===== config.mk =====
export PLATFORM = sky130hd
export DESIGN_NAME = internal_32k_osc_control
export DESIGN_NICKNAME = d
export VERILOG_FILES = /design/src/rtl/osc_pkg.sv /design/src/rtl/startup_if.sv /design/src/rtl/internal_32k_osc_control.sv /design/src/rtl/startup_counter.sv
export SDC_FILE = /design/constraint.sdc
export NUM_CORES = 1
export LEC_CHECK = 0
export BUFFER_PORTS_ARGS = -buffer_cell sky130_fd_sc_hd__buf_4
export CELL_PAD_IN_SITES_DETAIL_PLACEMENT = 1
export CELL_PAD_IN_SITES_GLOBAL_PLACEMENT = 1
export CORE_ASPECT_RATIO = 1.75
export CORE_MARGIN = 2
export CORE_UTILIZATION = 38
export CTS_CLUSTER_DIAMETER = 150
export DETAILED_ROUTE_END_ITERATION = 16
export GPL_TIMING_DRIVEN = 1
export PLACE_DENSITY_LB_ADDON = 0.1
export SYNTH_ARGS = -nofsm -noshare
export SYNTH_HDL_FRONTEND = slang
export SYNTH_SLANG_ARGS = --single-unit

===== constraint.sdc =====
create_clock -name clk -period 2.05 [get_ports clk]
set_input_delay 0.3075 -clock clk [delete_from_list [all_inputs] [get_ports clk]]
set_output_delay 0.3075 -clock clk [all_outputs]
set_load 0.005 [all_outputs]

===== src/rtl/osc_pkg.sv =====
/*
  Constants, register map, field layout and state encoding shared by the
  internal 32 kHz oscillator control block and its start-up counter.
  Assumes byte offsets on an 8-bit register address and 32-bit data.
*/
package osc_pkg;

  // register byte offsets
  localparam logic [7:0]  IRQ_STATUS_OFFSET = 8'h04;
  localparam logic [7:0]  IRQ_MASK_OFFSET   = 8'h08;
  localparam logic [7:0]  STATUS_OFFSET     = 8'h0C;
  localparam logic [7:0]  CTL_OFFSET        = 8'h18;
  localparam logic [7:0]  ULP_OFFSET        = 8'h1C;

  // internal_32k_osc_control fields
  localparam int          ENABLE_BIT        = 1;
  localparam int          GATE_BIT          = 2;
  localparam int          KEEP_STDBY_BIT    = 6;
  localparam int          ON_REQ_BIT        = 7;
  localparam int          SEL_LSB           = 8;
  localparam int          SEL_W             = 3;
  localparam int          LOCK_BIT          = 12;
  localparam int          TRIM_LSB          = 16;
  localparam int          TRIM_W            = 7;
  localparam logic [31:0] CTL_RESET         = 32'h003F0080;
  localparam logic [31:0] CTL_MASK          = 32'h007F17C6;

  // ultra_low_power_osc_control fields
  localparam int          ULP_TRIM_LSB      = 0;
  localparam int          ULP_TRIM_W        = 5;
  localparam int          ULP_LOCK_BIT      = 7;
  localparam logic [7:0]  ULP_RESET         = 8'h00;
  localparam logic [7:0]  ULP_MASK          = 8'h9F;

  // interrupt and status bits
  localparam int          IRQ_W             = 2;
  localparam int          IRQ_READY_SET_BIT = 0;
  localparam int          IRQ_READY_LOST_BIT = 1;
  localparam int          STATUS_READY_BIT  = 0;

  // start-up lengths in ultra-low-power clock ticks, then sync ticks
  localparam int          CNT_W             = 8;
  localparam logic [7:0]  STARTUP_TICKS [8] = '{8'h03, 8'h04, 8'h06, 8'h0A,
                                                8'h12, 8'h22, 8'h42, 8'h82};
  localparam logic [7:0]  SYNC_TICKS        = 8'h02;

  typedef enum logic [3:0] {
    ST_IDLE  = 4'h1,
    ST_COUNT = 4'h2,
    ST_SYNC  = 4'h4,
    ST_READY = 4'h8
  } startup_state_t;

endpackage : osc_pkg


===== src/rtl/startup_if.sv =====
/*
  Carrier between the oscillator control block and its start-up counter.
  Assumes both ends sit on the same clock.
*/
`timescale 1ns/1ns
interface startup_if;
  logic       run;     // oscillator running request
  logic       tick;    // one-cycle pulse per ultra-low-power clock rising edge
  logic [2:0] select;  // start-up length code
  logic       ready;   // oscillator ready, decoded from the state register
  modport ctrl    (output run, output tick, output select, input ready);
  modport counter (input run, input tick, input select, output ready);
endinterface : startup_if


===== src/rtl/internal_32k_osc_control.sv =====
/*
  Control of the internal 32 kHz oscillator and the ultra-low-power 32 kHz
  oscillator register: enable and run decision, standby and on-request
  behaviour, output gate, trims, write locks, start-up count and ready flag,
  with sticky ready events on one interrupt output.
  Assumes the peripheral request, standby indication and flash trim come
  from logic on clk; the two oscillator clocks arrive as raw pins.
*/
// Our own choice: strobed register access.
`timescale 1ns/1ns

module internal_32k_osc_control (
  input  wire logic        clk,
  input  wire logic        rst,
  // register port
  input  wire logic [7:0]  addr,
  input  wire logic [31:0] wr_data,
  input  wire logic        wr,
  input  wire logic        rd,
  output logic      [31:0] rd_data,
  // system inputs
  input  wire logic        peripheral_request,
  input  wire logic        standby_sleep,
  input  wire logic [4:0]  flash_ulp_trim,
  input  wire logic        ulp_clk_pin,
  input  wire logic        osc_clk_pin,
  // oscillator controls and status
  output logic             osc_run,
  output logic [6:0]       trim_value,
  output logic [4:0]       ulp_trim_value,
  output logic             clk_32k_out,
  output logic             internal_osc_ready,
  output logic             irq
);

  logic [31:0]             ctl;
  logic [7:0]              ulp_ctl;
  logic                    load_pending;
  logic [osc_pkg::IRQ_W-1:0] irq_status;
  logic [osc_pkg::IRQ_W-1:0] irq_mask;
  logic [osc_pkg::IRQ_W-1:0] irq_event;
  logic [osc_pkg::IRQ_W-1:0] next_irq_status;
  logic                    ready_q;
  logic                    ulp_s1;
  logic                    ulp_s2;
  logic                    ulp_s3;
  logic                    osc_s1;
  logic                    osc_s2;
  logic                    next_run;
  logic [31:0]             next_rd_data;
  logic                    ctl_wr;
  logic                    ulp_wr;

  startup_if               link ();

  // field views of the control and ulp registers
  logic                    ctl_enable;
  logic                    ctl_gate;
  logic                    ctl_keep;
  logic                    ctl_on_req;
  logic                    ctl_lock;
  logic                    ulp_lock;

  assign ctl_enable = ctl[osc_pkg::ENABLE_BIT];
  assign ctl_gate   = ctl[osc_pkg::GATE_BIT];
  assign ctl_keep   = ctl[osc_pkg::KEEP_STDBY_BIT];
  assign ctl_on_req = ctl[osc_pkg::ON_REQ_BIT];
  assign ctl_lock   = ctl[osc_pkg::LOCK_BIT];
  assign ulp_lock   = ulp_ctl[osc_pkg::ULP_LOCK_BIT];

  // write decode; a locked register swallows the write silently
  assign ctl_wr = wr && addr == osc_pkg::CTL_OFFSET && !ctl_lock;
  assign ulp_wr = wr && addr == osc_pkg::ULP_OFFSET && !ulp_lock;

  // internal oscillator control register, reserved bits never stored
  always_ff @(posedge clk)
  begin
    if (rst)
      ctl <= osc_pkg::CTL_RESET;
    else if (ctl_wr)
      ctl <= wr_data & osc_pkg::CTL_MASK;
  end

  // one-shot flash load right after reset release
  always_ff @(posedge clk)
  begin
    if (rst)
      load_pending <= 1'b1;
    else
      load_pending <= 1'b0;
  end

  // ulp register: flash load wins over a software write in that one cycle
  always_ff @(posedge clk)
  begin
    if (rst)
      ulp_ctl <= osc_pkg::ULP_RESET;
    else if (load_pending)
      ulp_ctl[osc_pkg::ULP_TRIM_LSB +: osc_pkg::ULP_TRIM_W] <= flash_ulp_trim;
    else if (ulp_wr)
      ulp_ctl <= wr_data[7:0] & osc_pkg::ULP_MASK;
  end

  assign trim_value     = ctl[osc_pkg::TRIM_LSB +: osc_pkg::TRIM_W];
  assign ulp_trim_value = ulp_ctl[osc_pkg::ULP_TRIM_LSB +: osc_pkg::ULP_TRIM_W];

  // run decision: standby without keep bit overrides everything else
  always_comb
  begin
    next_run = ctl_enable;
    if (standby_sleep && !ctl_keep)
      next_run = 1'b0;
    else if (ctl_on_req && !peripheral_request)
      next_run = 1'b0;
  end

  // with on-request clear the request input is simply not looked at
  always_ff @(posedge clk)
  begin
    if (rst)
      osc_run <= 1'b0;
    else
      osc_run <= next_run;
  end

  // ulp clock pin: two-stage synchroniser, edge taken after the second stage
  always_ff @(posedge clk)
  begin
    if (rst)
    begin
      ulp_s1 <= 1'b0;
      ulp_s2 <= 1'b0;
      ulp_s3 <= 1'b0;
    end
    else
    begin
      ulp_s1 <= ulp_clk_pin;
      ulp_s2 <= ulp_s1;
      ulp_s3 <= ulp_s2;
    end
  end

  assign link.run    = osc_run;
  assign link.tick   = ulp_s2 && !ulp_s3;
  assign link.select = ctl[osc_pkg::SEL_LSB +: osc_pkg::SEL_W];

  startup_counter u_startup (
    .clk  (clk),
    .rst  (rst),
    .link (link.counter)
  );

  assign internal_osc_ready = link.ready;

  // oscillator clock pin synchronised, then gated; 32 kHz is far below clk/2
  always_ff @(posedge clk)
  begin
    if (rst)
    begin
      osc_s1      <= 1'b0;
      osc_s2      <= 1'b0;
      clk_32k_out <= 1'b0;
    end
    else
    begin
      osc_s1      <= osc_clk_pin;
      osc_s2      <= osc_s1;
      clk_32k_out <= osc_s2 && ctl_gate && osc_run;
    end
  end

  // ready edges become interrupt events
  always_ff @(posedge clk)
  begin
    if (rst)
      ready_q <= 1'b0;
    else
      ready_q <= link.ready;
  end

  always_comb
  begin
    irq_event = '0;
    irq_event[osc_pkg::IRQ_READY_SET_BIT]  = link.ready && !ready_q;
    irq_event[osc_pkg::IRQ_READY_LOST_BIT] = !link.ready && ready_q;
  end

  // write-one-to-clear; a new event in the clearing cycle still sets the bit
  always_comb
  begin
    next_irq_status = irq_status;
    if (wr && addr == osc_pkg::IRQ_STATUS_OFFSET)
      next_irq_status = irq_status & ~wr_data[osc_pkg::IRQ_W-1:0];
    next_irq_status = next_irq_status | irq_event;
  end

  always_ff @(posedge clk)
  begin
    if (rst)
      irq_status <= '0;
    else
      irq_status <= next_irq_status;
  end

  always_ff @(posedge clk)
  begin
    if (rst)
      irq_mask <= '0;
    else if (wr && addr == osc_pkg::IRQ_MASK_OFFSET)
      irq_mask <= wr_data[osc_pkg::IRQ_W-1:0];
  end

  // registered output: follows status and mask one cycle late
  always_ff @(posedge clk)
  begin
    if (rst)
      irq <= 1'b0;
    else
      irq <= |(irq_status & irq_mask);
  end

  // read mux; unmapped offsets read as zero
  always_comb
  begin
    next_rd_data = 32'h00000000;
    case (addr)
      osc_pkg::CTL_OFFSET:        next_rd_data = ctl & osc_pkg::CTL_MASK;
      osc_pkg::ULP_OFFSET:        next_rd_data = {24'h000000, ulp_ctl & osc_pkg::ULP_MASK};
      osc_pkg::IRQ_STATUS_OFFSET: next_rd_data[osc_pkg::IRQ_W-1:0] = irq_status;
      osc_pkg::IRQ_MASK_OFFSET:   next_rd_data[osc_pkg::IRQ_W-1:0] = irq_mask;
      osc_pkg::STATUS_OFFSET:     next_rd_data[osc_pkg::STATUS_READY_BIT] = link.ready;
      default:                    next_rd_data = 32'h00000000;
    endcase
  end

  // data stand only in the cycle after the strobe, zero otherwise
  always_ff @(posedge clk)
  begin
    if (rst)
      rd_data <= 32'h00000000;
    else if (rd)
      rd_data <= next_rd_data;
    else
      rd_data <= 32'h00000000;
  end

  // checks next to the logic
  a_disabled_stops: assert property (@(posedge clk) disable iff (rst)
    !ctl_enable |=> !osc_run)
    else $error("oscillator runs while disabled");

  a_on_request_idle: assert property (@(posedge clk) disable iff (rst)
    (ctl_on_req && !peripheral_request) |=> !osc_run)
    else $error("on-request oscillator runs without request");

  a_always_on: assert property (@(posedge clk) disable iff (rst)
    (ctl_enable && !ctl_on_req && (!standby_sleep || ctl_keep)) |=> osc_run)
    else $error("enabled oscillator not running continuously");

  a_standby_stop: assert property (@(posedge clk) disable iff (rst)
    (standby_sleep && !ctl_keep) |=> !osc_run)
    else $error("oscillator runs in standby without keep bit");

  a_standby_request: assert property (@(posedge clk) disable iff (rst)
    (standby_sleep && ctl_keep && ctl_enable && ctl_on_req && peripheral_request)
      |=> osc_run)
    else $error("standby request did not run oscillator");

  a_gate_blocks: assert property (@(posedge clk) disable iff (rst)
    !ctl_gate |=> !clk_32k_out)
    else $error("32k output passes while gated");

  a_ctl_locked: assert property (@(posedge clk) disable iff (rst)
    ctl_lock |=> ctl_lock && $stable(ctl))
    else $error("locked control register changed");

  a_ulp_locked: assert property (@(posedge clk) disable iff (rst)
    (ulp_lock && !load_pending) |=> ulp_lock && $stable(ulp_ctl))
    else $error("locked ulp register changed");

  a_reset_value: assert property (@(posedge clk)
    $past(rst) |-> ctl == osc_pkg::CTL_RESET && !ulp_lock)
    else $error("control register reset value wrong");

  // load_pending is also high in reset; the sampled rst keeps the release edge out
  a_flash_load: assert property (@(posedge clk) disable iff (rst)
    (load_pending && !rst) |=> ulp_trim_value == $past(flash_ulp_trim))
    else $error("ulp trim not loaded from flash");

  a_reserved_zero: assert property (@(posedge clk) disable iff (rst)
    (rd && addr == osc_pkg::CTL_OFFSET) |=> (rd_data & ~osc_pkg::CTL_MASK) == 32'h0)
    else $error("reserved control bits read nonzero");

  a_event_kept: assert property (@(posedge clk) disable iff (rst)
    (|irq_event) |=> (irq_status & $past(irq_event)) == $past(irq_event))
    else $error("interrupt event lost");

  // read port, write and stop checks
  a_ulp_reserved: assert property (@(posedge clk) disable iff (rst)
    (rd && addr == osc_pkg::ULP_OFFSET) |=> (rd_data & ~{24'h000000, osc_pkg::ULP_MASK}) == 32'h0)
    else $error("reserved ulp bits read nonzero");

  a_stop_clears: assert property (@(posedge clk) disable iff (rst)
    $fell(osc_run) |=> !internal_osc_ready)
    else $error("ready flag kept after oscillator stop");

  a_read_idle: assert property (@(posedge clk) disable iff (rst)
    !rd |=> rd_data == 32'h00000000)
    else $error("read data present without read strobe");

  a_trim_write: assert property (@(posedge clk) disable iff (rst)
    ctl_wr |=> trim_value == $past(wr_data[osc_pkg::TRIM_LSB +: osc_pkg::TRIM_W]))
    else $error("trim value not taken from write");

  a_mask_write: assert property (@(posedge clk) disable iff (rst)
    (wr && addr == osc_pkg::IRQ_MASK_OFFSET) |=> irq_mask == $past(wr_data[osc_pkg::IRQ_W-1:0]))
    else $error("interrupt mask not taken from write");

  c_lock_write: cover property (@(posedge clk) disable iff (rst)
    ctl_lock && wr && addr == osc_pkg::CTL_OFFSET);
  c_standby_keep: cover property (@(posedge clk) disable iff (rst)
    standby_sleep && ctl_keep && osc_run);
  c_irq_raised: cover property (@(posedge clk) disable iff (rst) $rose(irq));
  c_on_request_run: cover property (@(posedge clk) disable iff (rst)
    ctl_on_req && peripheral_request && osc_run);

endmodule : internal_32k_osc_control


===== src/rtl/startup_counter.sv =====
/*
  Start-up counter of the internal oscillator, advanced by ticks of the
  ultra-low-power oscillator. Assumes tick is already synchronised.
*/
`timescale 1ns/1ns
module startup_counter (
  input wire logic clk,
  input wire logic rst,
  startup_if.counter link
);

  osc_pkg::startup_state_t        state;
  logic [osc_pkg::CNT_W-1:0]      count;
  logic [osc_pkg::CNT_W-1:0]      span;
  logic [osc_pkg::CNT_W-1:0]      want;

  // stopping drops back to idle at once, so every restart recounts in full
  always_ff @(posedge clk)
  begin
    if (rst || !link.run)
    begin
      state <= osc_pkg::ST_IDLE;
      count <= '0;
    end
    else
    begin
      case (state)
        osc_pkg::ST_IDLE:
        begin
          state <= osc_pkg::ST_COUNT;
          count <= osc_pkg::STARTUP_TICKS[link.select];
        end
        osc_pkg::ST_COUNT:
          if (link.tick)
          begin
            if (count == 8'h01)
            begin
              state <= osc_pkg::ST_SYNC;
              count <= osc_pkg::SYNC_TICKS;
            end
            else
              count <= count - 8'h01;
          end
        osc_pkg::ST_SYNC:
          if (link.tick)
          begin
            if (count == 8'h01)
              state <= osc_pkg::ST_READY;
            else
              count <= count - 8'h01;
          end
        osc_pkg::ST_READY:
          state <= osc_pkg::ST_READY;
        default:
          state <= osc_pkg::ST_IDLE;
      endcase
    end
  end

  assign link.ready = (state == osc_pkg::ST_READY);

  // helper: ticks seen from leaving idle until ready is reached
  always_ff @(posedge clk)
  begin
    if (rst || state == osc_pkg::ST_IDLE)
      span <= '0;
    else if (link.tick && state != osc_pkg::ST_READY)
      span <= span + 8'h01;
  end

  always_ff @(posedge clk)
  begin
    if (rst || state == osc_pkg::ST_IDLE)
      want <= osc_pkg::STARTUP_TICKS[link.select] + osc_pkg::SYNC_TICKS;
  end

  a_startup_length: assert property (@(posedge clk) disable iff (rst)
    $rose(link.ready) |-> span == want)
    else $error("start-up length differs from selected code");
  a_ready_needs_run: assert property (@(posedge clk) disable iff (rst)
    !link.run |=> !link.ready)
    else $error("ready flag held while oscillator stopped");
  c_ready_reached: cover property (@(posedge clk) disable iff (rst) $rose(link.ready));

endmodule : startup_counter


# After elaboration in Yosys (flattened, before gate mapping)
# Memories as Yosys holds them, arrays and structs flattened.
# Index checks and enable logic that the tools add are counted.
[word_totals]
reg_bits = 79
mem_bits_ro = 64
inputBits = 53
elab_cells = 92
mem_count = 1
[op_classes]
add_sub_neg = 1
order_cmp = 1
n_eq_ne = 15
muxes = 19
bitwise = 7
reduce_logical = 30
[memory_table]
columns = ["memory", "depth", "width", "read_ports", "rd_ports_with_merged_regs", "write_ports", "line", "source"]
rows = [
  ["(name not given)", 8, 8, 1, 0, 0, "startup_counter.sv:31", "count <= osc_pkg::STARTUP_TICKS[link.select];"],
]
[ops]
columns = ["cell", "count"]
rows = [
  ["two-way mux 8 bit", 6],
  ["case mux 21 bit (2 select lines)", 1],
  ["case mux 8 bit (3 select lines)", 1],
  ["equality test 8 x 4 -> 1 bit, second input constant", 2],
  ["equality test 8 x 5 -> 1 bit, second input constant", 2],
  ["two-way mux 4 bit", 4],
  ["case mux 4 bit (4 select lines)", 1],
  ["logical AND 1 bit", 13],
  ["two-way mux 5 bit", 2],
  ["equality test 8 x 1 -> 1 bit, second input constant", 1],
  ["equality test 8 x 3 -> 1 bit, second input constant", 1],
  ["zero test 1 bit", 8],
  ["case mux 1 bit (4 select lines)", 2],
  ["AND reduction 4 bit", 2],
  ["subtractor 8 x 1 -> 8 bit, second input constant", 1],
  ["!= test 2 bit, second input constant", 3],
  ["bitwise AND 2 bit", 2],
  ["equality test 4 x 1 -> 1 bit, second input constant", 1],
  ["equality test 4 x 2 -> 1 bit, second input constant", 1],
  ["equality test 4 x 3 -> 1 bit, second input constant", 1],
  ["equality test 4 bit, second input constant", 1],
  ["greater-or-equal comparator 4 bit, second input constant", 1],
  ["!= test 2 x 1 -> 1 bit, second input constant", 2],
  ["NOT 3 -> 4 bit", 1],
  ["other kinds (11)", 13],
]

# Longest topological paths before layout
# Gate-level depths: netlist (run 1).
[depth]
ltp_word = 5
ltp_mapped = 7

# Modules after synthesis
# Synthesis (run 1) repeated with hierarchy kept, for this count alone.
[unflattened]
cells_unflattened = 343
hier_area_um2 = 3095.5
[modules_own_cells]
columns = ["mod", "instances", "cells_each", "area_per_inst_um2"]
rows = [
  ["internal_32k_osc_control", 1, 233, 2148.3],
  ["startup_counter", 1, 110, 947.2],
]

# Worst setup path after synthesis (run 1)
# OpenSTA, ideal clock, no wires.
[synth_timing]
kind = "flip-flop to flip-flop"
start = "register u_startup.count[0] (netlist name)"
end = "register u_startup.state[2]"
t_arrival_ns = 1.749
required_time_ns = 1.947
path_slack_ns = 0.197
stages_incl_launch_ff = 6
path_buffers = 0
path_cell_list = "dfxtp_1 -> ha_1 -> nor3b_4 -> nand3b_2 -> or3b_1 -> a2111oi_2"
[synth_via]
elab_chain_len = 3
elab_cells_between_ends = 4
cone_classes = "3 x eq/ne; 1 x reduce/logical"
[synth_lines]
columns = ["item", "line", "source"]
rows = [
  ["from (decl)", "startup_counter.sv:13", "logic [osc_pkg::CNT_W-1:0] count;"],
  ["from (signal assigned)", "startup_counter.sv:31", ""],
  ["from (signal assigned)", "startup_counter.sv:39", "count <= osc_pkg::SYNC_TICKS;"],
  ["from (signal assigned)", "startup_counter.sv:42", "count <= count - 8'h01;"],
  ["equality test 8 x 1 -> 1 bit *", "startup_counter.sv:36, startup_counter.sv:47", ""],
  ["!= test 2 x 1 -> 1 bit (no line)", "--", ""],
  ["AND reduction 4 bit (no line) *", "--", ""],
  ["to (signal assigned)", "startup_counter.sv:38", "state <= osc_pkg::ST_SYNC;"],
  ["to (signal assigned)", "startup_counter.sv:48", "state <= osc_pkg::ST_READY;"],
  ["to (signal assigned)", "startup_counter.sv:53", "state <= osc_pkg::ST_READY;"],
  ["to (decl)", "startup_counter.sv:12", "osc_pkg::startup_state_t state;"],
]
# Every way passes the cells marked *; elsewhere a longest branch is shown, timed or not.
# A chain may end at the register's enable or synchronous reset.

# Worst setup path after layout (run 1)
[layout_timing]
start = "register u_startup.count[1] (netlist name)"
end = "register u_startup.count[4] (netlist name)"
[layout_via]
elab_chain_len = 4
elab_cells_between_ends = 9
cone_classes = "1 x add/sub; 2 x eq/ne; 5 x mux; 1 x reduce/logical"
[layout_lines]
columns = ["item", "line", "source"]
rows = [
  ["subtractor 8 x 1 -> 8 bit / equality test 8 x 1 -> 1 bit (equally long branches)", "--", ""],
  ["two-way mux 8 bit, on equally long branches", "startup_counter.sv:47, startup_counter.sv:36", ""],
  ["two-way mux 8 bit, on equally long branches", "startup_counter.sv:45, startup_counter.sv:34", ""],
  ["case mux 8 bit (3 select lines)", "startup_counter.sv:27", "case (state)"],
]
# Several ways; a longest one is shown, not always the timed one. The select of a mux whose other input is x is not followed.

==> results.md, run 1 <==
- Tcrit/Tclk final: 0.948
- Top cells by area, synth: dfxtp_1 (41%), buf_4 (6.4%), mux2i_1 (4.5%)
- Count leader, synth: dfxtp_1
- Layout cells sized above 1: 0.307
- Post-synth top flop: dfxtp_1
- Mapped Area: 3150 sq um
- Clock slew at reported path FFs: 0.05 ns
- Root Buffer: clkbuf_16
- # rows: 43
- Status: finished clean
- Max-slew violations: 0
- Switch Pwr: 0.606 mW
- CTS Buffer Depth: 2
- Combinational power share: 0.051
- Detailed Place HPWL: 6840 um
- Ys async rst share: 0
- Vias in the first global route: 2844
- RSZ-0062 raised after global routing: no
- Pleak: 1.83 nW
- IO Port Bufs: 72
- Post-CTS resize count: 0
- Syn Area/Cell: 9.45 sq um
- Antenna-violating nets left: 0
- CP arrival: 2.14 ns
- Layout Nets: 466
- WHS: 0.204 ns
- #FFs+latches synth: 65
- CP top delay family: compound AO/OA/AOI/OAI gates
- Power per cell area: 699 nW/um^2
- Setup violators final: 0
- CP required: 2.25 ns
- CP Cell Sequence: inv_1 > ha_1 > nor3b_4 > buf_4 > a211o_1 > a22oi_1 > o22ai_1
- Internal: 2.19 mW
- Final min period: 1.94 ns
- Grt ovf: 0
- Max VDD drop: 0.414 mV
- Drt wl/cell: 17.7 um
- CTS Hold Bufs: 0
- R2R Setup Slk: 0.11 ns
- Via density per instance: 5.42
- Overall routing resource usage: 0.204
- CTS Sinks: 65
- Pre-antenna DRT Iters: 4
- Syn. warnings: 0
- Post-synth cell types: 67
- Max-Cap Viols: 0
- Synth area leader: dfxtp_1
- Crit start category: register
- Register area share after synthesis: 0.414
- Clock buffer count from CTS: 9
- Die area: 9050 sq um
- Yosys top cell area share: 0.414
- Switching share of total power: 0.217
- CP Capture Type: register
- Clk Latency, worst-skew pair: 0.33 ns
- Num ports: 101
- Slew headroom: 0.550
- Diode count: 0
- Fin Setup TNS: 0 ns
- First-pass GRT wire length: 14100 um
- Slowest-stage cell, CP: dfxtp_1
- Core area: 7960 sq um
- Worst clock skew: 0.00486 ns
- DRC Markers: 0
- Initial antenna violation count: 0
- H-tree levels: 3
- Total Routed Length: 8870 um
- Fmax: 0.514 GHz
- Post-synth EDFFs: 0
- Hold Path Class: input port to register
- Die height: 124 um
- CTS tree: built
- Final GP Congestion: 0.906
- Post-CTS setup repair buffer count: 0
- Clk pwr share: 0.489
- Sequential power share: 0.460
- Setup CP Type: register to register
- Area delta synth->final: 27.0%
- Initial Util: 0.395
- Largest net degree at the start of global routing: 22
- Hold Fails Final Rpt: 0
- CP Buf/Inv Count: 2
- Synth Instances: 333
- Vias: 2717
- Chip width: 72.8 um
- Slew @ Worst Pin: 0.673 ns
- Worst stage delay on the critical path: 0.42 ns
- Top cells by count, synth: dfxtp_1 (65), nor2_1 (32), buf_4 (27)
- Largest fanout on the critical path: 6
- Drt first-iter violations: 92
## cells in the final DEF (no fill, tap or decap), types with 6 or more instances in the layout
cell / n
buf_4: 96
dfxtp_1: 65
nor2_1: 32
inv_1: 19
and3_1: 16
mux2i_1: 14
conb_1: 14
nand2_1: 10
a211oi_1: 9
nor2b_1: 9
clkbuf_16: 9
a211o_1: 8
a22oi_1: 7
o21ai_0: 7
nand2b_1: 6
ha_1: 6
## cell families after synthesis
family,after synthesis,share of synthesized area
fa+ha+maj,6,0.0239
flops,65,0.414
mux,15,0.0481
xor+xnor,1,0.00278
simple gates,108,0.214
buf+inv,65,0.116
compound gates,72,0.180
other cells,1,0.00119
## power groups by stage
| stage | Sequential [mW] | Clock, mW | Combinational (mW) |
|---|---|---|---|
| after detailed placement | 1.31 | 0 | 0.142 |
| after CTS | 1.28 | 1.41 | 0.143 |
| after global placement | 1.31 | 0 | 0.140 |
| final | 1.29 | 1.37 | 0.141 |
| after global routing | 1.29 | 1.45 | 0.156 |
| after floorplan | 1.31 | 0 | 0.0794 |
## flip-flops by register name, indices dropped and copies added, names as in the netlist
name / flops
rd_data: 18
ctl: 15
u_startup.count: 8
ulp_ctl: 6
u_startup.state: 4
irq_mask: 2
irq_status: 2
clk_32k_out: 1
irq: 1
load_pending: 1
osc_run: 1
osc_s1: 1
osc_s2: 1
ready_q: 1
ulp_s1: 1
ulp_s2: 1
ulp_s3: 1
## cell type report
class,count,area [sq um]
Timing Repair Buffer,96,721
Inverter,19,71.3
Clock inverter,4,20.0
Tap cell,90,113
Clock buffer,11,243
Sequential cell,65,1300
Fill cell,949,3970
Multi-Input combinational cell,216,1530
## worst reg2reg max path, stage by stage (launching register included)
cell and delay (ns):
dfxtp_1 0.42, inv_1 0.10, ha_1 0.21, nor3b_4 0.17
buf_4 0.17, a211o_1 0.34, a22oi_1 0.30, o22ai_1 0.11
## through the flow
| stage | power [mW] | cells | utilization | instance area [sq um] | setup slack [ns] |
|---|---|---|---|---|---|
| 6_report | 2.79 | 501 | 0.502 | 4000 | 0.106 |
| 5_1_grt | 2.89 | 501 | 0.502 | 4000 | 0.0370 |
| 4_1_cts | 2.83 | 501 | 0.502 | 4000 | 0.110 |
| 3_5_place_dp | 1.45 | 486 | 0.469 | 3730 | 0.151 |
| 3_3_place_gp | 1.45 | 486 | 0.469 | 3730 | 0.169 |
| 2_1_floorplan | 1.39 | 346 | - | 3200 | 0.197 |
## routing by layer
metal	GRT usage	share of wire	up-vias	wire (um)
met5	0	0	-	0
li1	-	-	1299	-
met4	0.105	0.026	0	228
met3	0.0429	0.035	16	311
met1	0.212	0.36	1331	3230
met2	0.367	0.58	71	5100
## final timing paths
kind | from | endpoint | cells past startpoint
worst max-delay path | u_startup.count[1] | u_startup.count[4] | 7
worst min-delay path | ulp_clk_pin | ulp_s1 | 2
worst max register to register | u_startup.count[1] | u_startup.count[4] | 7
worst min register to register | osc_s1 | osc_s2 | 1
Note: power is estimated with default switching activity, not from simulation.
==> run 2: changes to the inputs <==
--- a/config.mk
+++ b/config.mk
@@ -5,13 +5,15 @@
 export SDC_FILE = /design/constraint.sdc
 export NUM_CORES = 1
 export LEC_CHECK = 0
+export ABC_AREA = 1
 export BUFFER_PORTS_ARGS = -buffer_cell sky130_fd_sc_hd__buf_4
 export CELL_PAD_IN_SITES_DETAIL_PLACEMENT = 1
 export CELL_PAD_IN_SITES_GLOBAL_PLACEMENT = 1
 export CORE_ASPECT_RATIO = 1.75
 export CORE_MARGIN = 2
-export CORE_UTILIZATION = 38
+export CORE_UTILIZATION = 35
 export CTS_CLUSTER_DIAMETER = 150
+export CTS_CLUSTER_SIZE = 24
 export DETAILED_ROUTE_END_ITERATION = 16
 export GPL_TIMING_DRIVEN = 1
 export PLACE_DENSITY_LB_ADDON = 0.1
==> results.md, run 2 <==
- Layout Nets: 564 (+21%)
- Post-synth EDFFs: 0 (unchanged)
- Final core utilization: 0.451 (-0.0505)
- Commonest cells after routing, fill and taps aside: nand2_1 (113), nor2_1 (78), buf_4 (75), dfxtp_1 (65), inv_1 (45)
- Drt wl/cell: 13.2 um (-25%)
- Diode count: 0 (unchanged)
- Clock slew at reported path FFs: 0.05 ns (about the same)
- Die height: 129 um (+3.3%)
- Die area: 9660 sq um (+6.7%)
- H-tree levels: 3 (unchanged)
- Overall routing resource usage: 0.184 (-0.0201)
- Slowest-stage cell, CP: dfxtp_1
- Total Routed Length: 8280 um (-6.6%)
- CP Capture Type: output pin
- Max reg flops: 18 (unchanged)
- Top cells by count, synth: nand2_1 (113), nor2_1 (78), dfxtp_1 (65)
- CTS Hold Bufs: 0 (unchanged)
- Crit start category: register
- Worst stage delay on the critical path: 0.35 ns (-0.07 ns)
- Worst reg2reg path endpoint: u_startup.count[7]
- #FFs+latches synth: 65 (unchanged)
- CTS tree: built
- Hold Path Class: input port to register
- Final min period: 1.67 ns (-0.272 ns)
- Largest net degree at the start of global routing: 19 (-14%)
- First-pass GRT wire length: 13300 um (-5.8%)
- Detailed Place HPWL: 6680 um (-2.4%)
- Mapped Area: 3100 sq um (-1.4%)
- Levels on crit path: 4 (-3)
- Via density per instance: 4.58 (-16%)
- IO Port Bufs: 72 (unchanged)
- Final GP Congestion: 0.809 (-11%)
- Largest fanout on the critical path: 6 (unchanged)
- Max-Cap Viols: 0 (unchanged)
- Layout cells sized above 1: 0.220 (-0.0865)
- CP Cell Sequence: nor2_2 > nand3_1 > inv_1 > buf_4
- Largest regs: rd_data (18), ctl (15), u_startup.count (8)
- Post-CTS setup repair buffer count: 0 (unchanged)
- CP arrival: 1.36 ns (-0.78 ns)
- Reg-to-Reg Start: u_startup.count[1]
- Clock buffer count from CTS: 9 (unchanged)
- CP top delay family: simple AND/OR/NAND/NOR gates
- Ys async rst share: 0 (unchanged)
- Pre-antenna DRT Iters: 4 (unchanged)
- Hold path depth: 2 (unchanged)
- WHS: 0.165 ns (-0.0394 ns)
- CTS Sinks: 65 (unchanged)
- Post-CTS resize count: 0 (unchanged)
- Area delta synth->final: 26.2%
- Most common cell after layout, fill and taps aside: nand2_1
- Vias: 2865 (+5.4%)
- Biggest register: rd_data
- Post-synth cell types: 29 (-57%)
- Fmax: 0.598 GHz (+16%)
- RSZ-0062 raised after global routing: no
- Tcrit/Tclk final: 0.816 (-0.133)
- Initial Util: 0.358 (-0.0375)
- Setup violators final: 0 (unchanged)
- Clk Latency, worst-skew pair: 0.33 ns (about the same)
- # rows: 45 (+4.7%)
- Post-synth top flop: dfxtp_1
- Register area share after synthesis: 0.420 (+0.00601)
- Power per cell area: 754 nW/um^2 (+7.8%)
- Count leader, synth: nand2_1
- FF-to-FF path depth: 9 (+2)
- Synth Instances: 440 (+32%)
- Fill count: 1162 (+22%)
- Hold Startpoint: standby_sleep
- Syn Area/Cell: 7.05 sq um (-25%)
- Worst clock skew: 0.00589 ns (+0.00103 ns)
- Drt first-iter violations: 93 (+1.1%)
- Hold Fails Final Rpt: 0 (unchanged)
- Root Buffer: clkbuf_16
- Fin Setup TNS: 0 ns (unchanged)
- Status: finished clean
- Hold EP: osc_run
- Synth area leader: dfxtp_1
- Num ports: 101 (unchanged)
- Syn. warnings: 0 (unchanged)
- Initial antenna violation count: 0 (unchanged)
- Grt ovf: 0 (unchanged)
- Core area: 8670 sq um (+8.9%)
- CP Buf/Inv Count: 2 (unchanged)
- DRC Markers: 0 (unchanged)
- Vias in the first global route: 2955 (+3.9%)
- Yosys top cell area share: 0.420 (+0.00601)
- Max VDD drop: 0.389 mV (-5.8%)
- CP required: 1.74 ns (-0.51 ns)
- Antenna-violating nets left: 0 (unchanged)
- Max-slew violations: 0 (unchanged)
- Top cells by area, synth: dfxtp_1 (42%), nand2_1 (14%), nor2_1 (9.4%)
- Pleak: 1.83 nW (+0.25%)
- Setup CP Type: register to output pin
- Chip width: 75.2 um (+3.3%)
- CTS Buffer Depth: 2 (unchanged)
- R2R Setup Slk: 0.52 ns (+0.41 ns)
-- run 2: cell types whose count changed in the layout (fill, tap and decap cells not counted), sizes merged, moves of 6 or more --
cell,previous run,this run
nor2,32,87
inv,19,47
and3,16,0
nor2b,9,0
a22oi,7,0
o21ai,8,20
nand2,11,118
buf,96,75
nand2b,6,0
nand3,2,31
mux2i,14,0
a211oi,10,1
a211o,8,0
a21oi,6,14
-- run 2: cell type report --
type / count / area, sq um / area share
Multi-Input combinational cell: 306 / 1430 / 0.364
Sequential cell: 65 / 1300 / 0.332
Timing Repair Buffer: 75 / 563 / 0.144
Clock buffer: 12 / 256 / 0.0655
Inverter: 48 / 180 / 0.0460
Tap cell: 117 / 146 / 0.0374
Clock inverter: 3 / 40.0 / 0.0102
-- run 2: stage by stage --
stage / setup slack [ns] / instance area, sq um / power (mW) / std cells
after CTS: 0.342 / 3910 / 3.00 / 626
final: 0.378 / 3910 / 2.95 / 626
after global routing: 0.255 / 3910 / 3.08 / 626
after detailed placement: 0.414 / 3620 / 1.46 / 611
after global placement: 0.424 / 3620 / 1.46 / 611
after floorplan: 0.732 / 3150 / 1.40 / 453
-- run 2: logic make-up after synthesis --
family	count (synthesis)	share of synthesized area
AND/OR/NAND/NOR	249	0.355
buffers and inverters	82	0.136
flip-flops	65	0.420
AO/OA/AOI/OAI	36	0.0609
adder cells (fa/ha/maj)	6	0.0242
XOR/XNOR	1	0.00282
other	1	0.00121
-- run 2: routing by layer --
metal | routed length (um) | track usage | up-vias
met5 | 0 | 0 | -
met4 | 186 | 0.0691 | 0
met3 | 365 | 0.0595 | 16
met2 | 4910 | 0.349 | 58
met1 | 2820 | 0.174 | 1340
li1 | - | - | 1451
-- run 2: worst max path at each step --
stage	startpoint	end
finish	u_startup.state[1]	internal_osc_ready
global route	u_startup.state[1]	internal_osc_ready
CTS	u_startup.state[1]	internal_osc_ready
detailed placement	rst	rd_data[19]
global placement	rst	rd_data[10]
floorplan	u_startup.count[1]	u_startup.count[6]
-- run 2: power breakdown --
group / leakage (nW) / internal, mW / switching [mW] / total, mW
clock: 0.148 / 0.995 / 0.523 / 1.52
sequential: 0.526 / 1.28 / 0.00899 / 1.29
combinational: 1.16 / 0.0719 / 0.0726 / 0.144
total: 1.83 / 2.34 / 0.604 / 2.95
